$ cat src/logic/htwrp_map.svh
// Constants of the host two-wire register port
`ifndef HTWRP_MAP_SVH
`define HTWRP_MAP_SVH

`define HTWRP_PTR_RESET   8'h00
`define HTWRP_BIT_LAST    3'h7
`define HTWRP_BIT_FIRST   3'h0
`define HTWRP_ADDR_HI     2'h0
`define HTWRP_STRAP_W     5
`define HTWRP_REG_DEPTH   256

`endif

$ cat src/logic/htwrp_pkg.sv
// Types of the host two-wire register port
`default_nettype none
package htwrp_pkg;
	typedef enum logic [2:0] {
		HTWRP_IDLE,
		HTWRP_ADDR,
		HTWRP_ADDR_ACK,
		HTWRP_RX,
		HTWRP_RX_ACK,
		HTWRP_TX,
		HTWRP_TX_ACK
	} htwrp_state_t;
endpackage : htwrp_pkg
`default_nettype wire

$ cat src/logic/htwrp_if.sv
// Register memory access bundle
`default_nettype none
interface htwrp_mem_if;
	logic       wr_en;
	logic [7:0] wr_addr;
	logic [7:0] wr_data;
	logic [7:0] rd_addr;
	logic [7:0] rd_data;
	modport port (output wr_en, wr_addr, wr_data, rd_addr, input rd_data);
	modport mem  (input wr_en, wr_addr, wr_data, rd_addr, output rd_data);
endinterface : htwrp_mem_if
`default_nettype wire

$ cat src/logic/htwrp_regmem.sv
// Register space memory with registered read data
`default_nettype none
module htwrp_regmem #(
	parameter int DEPTH = 256
) (
	input  wire logic mclk_in,
	htwrp_mem_if.mem  mem
);
	import htwrp_pkg::*;

	logic [7:0] store [DEPTH];
	logic [7:0] rd_q;

	initial begin
		if (DEPTH != 256) $error("register space must hold 256 entries");
	end

	always_ff @(posedge mclk_in) begin
		if (mem.wr_en) begin
			store[mem.wr_addr] <= mem.wr_data;
		end
		rd_q <= store[mem.rd_addr];
	end

	assign mem.rd_data = rd_q;
endmodule : htwrp_regmem
`default_nettype wire

$ cat src/logic/htwrp_port.sv
// Host two-wire slave port into the 256-entry register space
// Requirements
// RQ1 - Bytes shift most significant bit first
// RQ2 - Strap pins latched at reset release
// RQ3 - Address lsb is direction, upper compared
// RQ4 - Host holds reset low fifty milliseconds; bench holds it low about 23 ns
// RQ5 - Direction one transmits, zero receives
// RQ6 - First written byte loads register pointer
// RQ7 - Pointer increments after every data byte
// RQ8 - Host avoids writing reserved locations
// RQ9 - Stop after matched transfer clears pointer
// RQ10 - Mismatched address ignored until next match
// RQ11 - Start leaves register pointer unchanged
// RQ12 - Write after read continues from pointer
// RQ13 - Host ends every sequence with stop
// RQ14 - Read after stop returns register zero
// RQ15 - Host clock at most 400 kHz; bench host clocks at 6.25 MHz
// RQ16 - Device acks address and writes; host nacks last
`include "htwrp_map.svh"
`default_nettype none
module htwrp_port (
	input  wire logic                           mclk_in,
	input  wire logic                           rst_n_in,
	input  wire logic                           host_serial_clock_in,
	input  wire logic                           host_serial_data_in,
	output logic                                host_serial_data_out,
	output logic                                host_serial_data_oe_n_out,
	input  wire logic [`HTWRP_STRAP_W-1:0]      address_strap_inputs_in,
	output htwrp_pkg::htwrp_state_t             state_out,
	output logic [7:0]                          register_pointer_out
);
	import htwrp_pkg::*;

	htwrp_mem_if mif ();

	htwrp_regmem #(.DEPTH(`HTWRP_REG_DEPTH)) u_mem (
		.mclk_in (mclk_in),
		.mem     (mif)
	);

	// ----------------------------------------
	// Pin synchronisers and edge finding
	// ----------------------------------------
	logic [1:0] scl_sync, sda_sync;
	logic       scl_d, sda_d;
	logic       rst_seen;
	logic [`HTWRP_STRAP_W-1:0] strap_s1, strap_s2;
	logic [6:0] dev_addr;
	logic [6:0] next_dev_addr;
	logic       next_rst_seen;

	always_ff @(posedge mclk_in) begin
		scl_sync <= {scl_sync[0], host_serial_clock_in};
		sda_sync <= {sda_sync[0], host_serial_data_in};
		strap_s1 <= address_strap_inputs_in;
		strap_s2 <= strap_s1;
	end

	wire scl      = scl_sync[1];
	wire sda      = sda_sync[1];
	wire scl_rise = scl & ~scl_d;
	wire scl_fall = ~scl & scl_d;
	wire start_ev = scl & scl_d & sda_d & ~sda;
	wire stop_ev  = scl & scl_d & ~sda_d & sda;

	// ----------------------------------------
	// Address capture at reset release
	// ----------------------------------------
	always_comb begin
		next_rst_seen = 1'b1;
		next_dev_addr = dev_addr;
		if (!rst_seen) begin
			next_dev_addr = {`HTWRP_ADDR_HI, strap_s2}; // see RQ2
		end
	end

	// ----------------------------------------
	// Protocol engine
	// ----------------------------------------
	htwrp_state_t state, next_state;
	logic [7:0]   shreg, next_shreg;
	logic [2:0]   bitcnt, next_bitcnt;
	logic [7:0]   ptr, next_ptr;
	logic         ptr_loaded, next_ptr_loaded;
	logic         matched, next_matched;
	logic         is_read, next_is_read;
	logic         drive, next_drive;
	logic         wr_en, next_wr_en;
	logic [7:0]   wr_addr, next_wr_addr;
	logic [7:0]   wr_data, next_wr_data;
	logic         byte_open, next_byte_open;

	function automatic logic [7:0] htwrp_inc(input logic [7:0] p);
		return p + 8'h01;
	endfunction

	always_comb begin
		next_state      = state;
		next_shreg      = shreg;
		next_bitcnt     = bitcnt;
		next_ptr        = ptr;
		next_ptr_loaded = ptr_loaded;
		next_matched    = matched;
		next_is_read    = is_read;
		next_drive      = drive;
		next_wr_en      = 1'b0;
		next_wr_addr    = wr_addr;
		next_wr_data    = wr_data;
		next_byte_open  = byte_open;
		if (stop_ev) begin
			next_state = HTWRP_IDLE;
			next_drive = 1'b0;
			if (matched) begin
				next_ptr = `HTWRP_PTR_RESET; // see RQ9
			end
			next_matched = 1'b0;
		end else if (start_ev) begin
			next_state  = HTWRP_ADDR; // see RQ11
			next_bitcnt = `HTWRP_BIT_FIRST;
			next_drive  = 1'b0;
			next_byte_open = 1'b0;
		end else begin
			case (state)
				HTWRP_IDLE: begin
					next_drive = 1'b0; // see RQ10
				end
				HTWRP_ADDR, HTWRP_RX: begin
					if (scl_rise) begin
						next_shreg  = {shreg[6:0], sda}; // see RQ1
						next_bitcnt = bitcnt + 3'h1;
						next_byte_open = 1'b1;
					end else if (scl_fall && bitcnt == `HTWRP_BIT_FIRST && byte_open) begin
						next_byte_open = 1'b0;
						if (state == HTWRP_ADDR) begin
							if (shreg[7:1] == dev_addr) begin // see RQ3
								next_matched    = 1'b1;
								next_is_read    = shreg[0];
								next_ptr_loaded = matched & is_read & ~shreg[0]; // see RQ12
								next_drive      = 1'b1; // see RQ16
								next_state      = HTWRP_ADDR_ACK;
							end else begin
								next_matched = 1'b0;
								next_state   = HTWRP_IDLE; // see RQ10
							end
						end else begin
							if (!ptr_loaded) begin
								next_ptr        = shreg; // see RQ6
								next_ptr_loaded = 1'b1;
							end else begin
								next_wr_en   = 1'b1;
								next_wr_addr = ptr;
								next_wr_data = shreg;
								next_ptr     = htwrp_inc(ptr); // see RQ7
							end
							next_drive = 1'b1; // see RQ16
							next_state = HTWRP_RX_ACK;
						end
					end
				end
				HTWRP_ADDR_ACK, HTWRP_RX_ACK: begin
					if (scl_fall) begin
						next_bitcnt = `HTWRP_BIT_FIRST;
						if (is_read) begin
							next_state = HTWRP_TX; // see RQ5
							next_shreg = mif.rd_data; // see RQ14
							next_drive = ~mif.rd_data[7];
						end else begin
							next_state = HTWRP_RX; // see RQ5
							next_drive = 1'b0;
						end
					end
				end
				HTWRP_TX: begin
					if (scl_fall) begin
						next_bitcnt = bitcnt + 3'h1;
						if (bitcnt == `HTWRP_BIT_LAST) begin
							next_drive = 1'b0;
							next_ptr   = htwrp_inc(ptr); // see RQ7
							next_state = HTWRP_TX_ACK;
						end else begin
							next_shreg = {shreg[6:0], 1'b0};
							next_drive = ~shreg[6]; // see RQ1
						end
					end
				end
				HTWRP_TX_ACK: begin
					if (scl_rise) begin
						next_state = sda ? HTWRP_IDLE : HTWRP_RX_ACK; // see RQ16
						next_matched = matched;
					end
				end
				default: begin
					next_state = HTWRP_IDLE;
				end
			endcase
		end
	end

	// TX_ACK low ack reuses RX_ACK fall path to load next byte
	always_ff @(posedge mclk_in) begin
		scl_d <= scl;
		sda_d <= sda;
		if (!rst_n_in) begin
			rst_seen   <= 1'b0;
			dev_addr   <= 7'h00;
			state      <= HTWRP_IDLE;
			shreg      <= 8'h00;
			bitcnt     <= 3'h0;
			ptr        <= `HTWRP_PTR_RESET;
			ptr_loaded <= 1'b0;
			matched    <= 1'b0;
			is_read    <= 1'b0;
			drive      <= 1'b0;
			wr_en      <= 1'b0;
			wr_addr    <= 8'h00;
			wr_data    <= 8'h00;
			byte_open  <= 1'b0;
		end else begin
			rst_seen   <= next_rst_seen;
			dev_addr   <= next_dev_addr;
			state      <= next_state;
			shreg      <= next_shreg;
			bitcnt     <= next_bitcnt;
			ptr        <= next_ptr;
			ptr_loaded <= next_ptr_loaded;
			matched    <= next_matched;
			is_read    <= next_is_read;
			drive      <= next_drive;
			wr_en      <= next_wr_en;
			wr_addr    <= next_wr_addr;
			wr_data    <= next_wr_data;
			byte_open  <= next_byte_open;
		end
	end

	// ----------------------------------------
	// Memory hookup and pins
	// ----------------------------------------
	assign mif.wr_en   = wr_en;
	assign mif.wr_addr = wr_addr;
	assign mif.wr_data = wr_data;
	assign mif.rd_addr = ptr;

	assign host_serial_data_out      = 1'b0;
	assign host_serial_data_oe_n_out = ~drive;
	assign state_out                 = state;
	assign register_pointer_out      = ptr;
endmodule : htwrp_port
`default_nettype wire

$ cat config.mk
export PLATFORM = sky130hd
export DESIGN_NAME = htwrp_port
export DESIGN_NICKNAME = d
export VERILOG_FILES = /design/src/logic/htwrp_pkg.sv /design/src/logic/htwrp_if.sv /design/src/logic/htwrp_regmem.sv /design/src/logic/htwrp_port.sv
export VERILOG_INCLUDE_DIRS = /design/src /design/src/logic
export SDC_FILE = /design/constraint.sdc
export NUM_CORES = 2
export LEC_CHECK = 0
export BUFFER_PORTS_ARGS = -buffer_cell sky130_fd_sc_hd__buf_4
export CAP_MARGIN = 40
export CORE_MARGIN = 1.5
export CORE_UTILIZATION = 45
export CTS_BUF_LIST = sky130_fd_sc_hd__clkbuf_8
export CTS_CLUSTER_SIZE = 20
export DETAILED_ROUTE_END_ITERATION = 6
export GPL_TIMING_DRIVEN = 0
export MAX_ROUTING_LAYER = met4
export PLACE_DENSITY_LB_ADDON = 0.05
export SLEW_MARGIN = 10
export SYNTH_ARGS = -nofsm -noshare
export SYNTH_HDL_FRONTEND = slang
export SYNTH_SLANG_ARGS = --single-unit
$ cat constraint.sdc
create_clock -name mclk_in -period 4.6 [get_ports mclk_in]
set_input_delay 0.46 -clock mclk_in [delete_from_list [all_inputs] [get_ports mclk_in]]
set_output_delay 0.46 -clock mclk_in [all_outputs]
set_load 0.02 [all_outputs]
==> impl_results.md <==
* Critical path class: flop to flop
* Synth Register Bits at 2122
* Routed WL at 316000 µm
* TritonCTS clock tree: yes
* Ratio of cells with drive above 1 in the final layout at 24.9%
* Critical path fanouts, max at 10
* Clk_lat worst skew at 1.08 ns
* Failing checks: negative setup slack
* Sequential cell area at 63000 µm²
* Total Die Area at 187000 µm²
* Fin area at 96200 µm²
* Drt pass-1 iters at 6
* Cell area after synthesis at 83100 µm²
* Largest net degree at the start of global routing at 79
* H-tree depth at 5
* I/O Pins at 22
* # fillers at 14800
* Post-synth EDFFs at 2048
* Synth top area share at 74.0%
* Worst Setup End Kind: flop
* Total number of vias at 48600
* Top post-synthesis cells by count: 2048 x edfxtp_1, 345 x mux4_2, 320 x nor2_1
* Fin nets at 4857
* Worst Max-Slew Pin Slew at 1.05 ns
* Clock sink count at 2122
* Layout Skew at 0.0518 ns
* Hold WS at 0.0651 ns
* GR Util met2 at 49.4%
* MaxCap Viol Count at 0
* Final-report max-slew violation count at 0
* Met1 track demand over resource at 46.8%
* Status: finished with violations
* Die X at 433 µm
* Unique cell type count in the Yosys netlist at 82
* RSZ-0062 raised after global routing: false
* Non-Filler Instances at 7592
* Main synth FF type: edfxtp_1
* Relative slew slack at 30.3%
* Multi-input gate area at 18400 µm²
* Final period util at 103%
* Yosys top cell by area: edfxtp_1
* Grt total ovfl at 0
* Most common cell in the netlist: edfxtp_1
* Placed Area at 89300 µm²
* Mapped Cells at 4187
* Drt via density at 6.40
* Syn Area/Cell at 19.8 µm²
* Global-route met3 utilization at 9.05%
* Total power at 36.8 mW
* Clk Tree Root Cell: clkbuf_8
* Async S/R FF share, synth at 0%
* Drc violations at 0
* Mean routed wirelength per cell at 41.7 µm
* GPL Wtd Cong at 1.02
* Reg2reg setup slack at -0.12 ns
* HPWL after DPL at 218000 µm
* Fmax at 212 MHz
* Inst Count DP at 6911
* GRT busiest layer: met2
* Final core occ at 52.5%
* Final Hold Viols at 0
* DRT iter0 DRCs at 7858
* Setup TNS at -0.381 ns
* Worst Slack Setup Final at -0.115 ns
* Crit path required time at 5.53 ns
* Core area at 183000 µm²
* Register area share after synthesis at 75.8%
* Pre-CTS worst setup slack at -0.621 ns
* Critical Path Start Type: flop
* First-pass GRT wire length at 418000 µm
* Total CTS buffers at 373
* Tmin final at 4.72 ns
* Gr usage total at 34.9%
* Worst path arrival time at 5.64 ns
* P&R area growth vs syn at 15.7%
* P_leak at 30.8 nW
* Endpoints failing setup at 5
* Row count at 157
* Power per cell area at 383 nW/µm²
* Number of global-route vias before repair at 46600
* Final ANT Viol Nets at 0
* CTS clk-pin slew, worst paths at 0.06 ns
* Initial antenna violation count at 26
* Hold Crit Class: input pin to flop
* Syn nets at 4200
* Largest cells by area after synthesis: edfxtp_1 74%, mux4_2 9.4%, mux4_1 2.3%
* Port bufs at 20
* Die Ht at 433 µm
* Peak supply drop at 0.000256 V
* Worst-case clock buffer depth at 4
* Initial Util at 45.3%
* Ys Warns at 0
==> final cells by class <==
type                       count  share of cell area [%]
buffer                       259                    1.88
inverter                      16                  0.0625
tap                         2464                    3.21
multi-input combinational   1790                    19.1
sequential                  2122                    65.5
antenna                       21                  0.0546
clock buffer                 392                    5.61
timing repair buffer         282                    3.37
clock inverter               246                    1.18
==> logic make-up after synthesis <==
group	count (synthesis)	share of synthesized area (%)
muxes	613	14.0
xor gates and xnor gates	6	0.0632
other	1	0.00451
and+or+nand+nor	622	3.37
buffers and inverters	275	2.17
adders and majority gates	4	0.0602
AOI/OAI and AO/OA	544	4.50
DFF	2122	75.8
==> worst max-delay path, cell delays in order (launching register included) <==
cell and delay, ns:
dfxtp_1 0.56, clkbuf_8 0.31, clkinv_1 0.62, clkbuf_2 0.70, nand2_1 0.77, a21oi_1 0.19, nor4_1 0.67, buf_2 0.31
nor4_1 0.08, clkdlybuf4s15_2 0.30
==> where the power goes <==
group	internal (mW)	leakage [nW]	switching, mW
Sequential	20.9	19.6	0.00862
Clock	8.13	3.83	7.78
Combinational	0.0296	7.35	0.0337
==> routing by layer <==
metal  up-vias  share of wire [%]
met2      3320                 44
li1      18800                  -
met5         -                  0
met1     25800                 39
met3       713                 11
met4         0                5.9
==> state kept, by name, summed over array words and instances (netlist names), 5 cells and up <==
| register | cells |
|---|---|
| dev_addr | 5 |
| mif.wr_addr | 8 |
| mif.wr_data | 8 |
| register_pointer_out | 8 |
| shreg | 8 |
| strap_s1 | 5 |
| strap_s2 | 5 |
| u_mem.mem.rd_data | 8 |
| u_mem.store | 2048 |
==> cell usage in the layout, fill, tap and decap left out, types with 21 or more instances in the layout <==
cell type  count
nor3_1        24
nand3_1       34
buf_2         72
diode_2       21
clkbuf_8     398
clkbuf_1      78
clkinv_1      78
inv_1        148
nand2_1      116
o21ai_0       44
a21oi_1      144
a22oi_1      126
nor2_1       310
buf_4        175
dfxtp_1       65
o22ai_1       46
buf_8         45
edfxtp_1    2048
mux4_1        74
clkbuf_2      30
o221ai_1      39
nor2b_1       21
buf_16        36
clkinv_2      25
buf_6         55
mux4_2       345
mux2i_1      190
==> path summary, 6_finish.rpt <==
check,from,end,cells past startpoint
min reg2reg,sda_sync[0],sda_sync[1],0
max,register_pointer_out[4],u_mem.mem.rd_data[4],9
min,host_serial_clock_in,scl_sync[0],2
max reg2reg,register_pointer_out[4],u_mem.mem.rd_data[4],9
==> what timing repair did <==
item | 4_1_cts | 5_1_grt
pin swaps | 0 | 0
gates resized for setup | 14 | 3
endpoints found under the hold margin | 9 | 0
setup buffers | 0 | 0
gates cloned | 0 | 0
setup endpoints to repair | 7 | 4
hold buffers | 15 | 0
No activity file was read; power rests on OpenSTA's default activity.
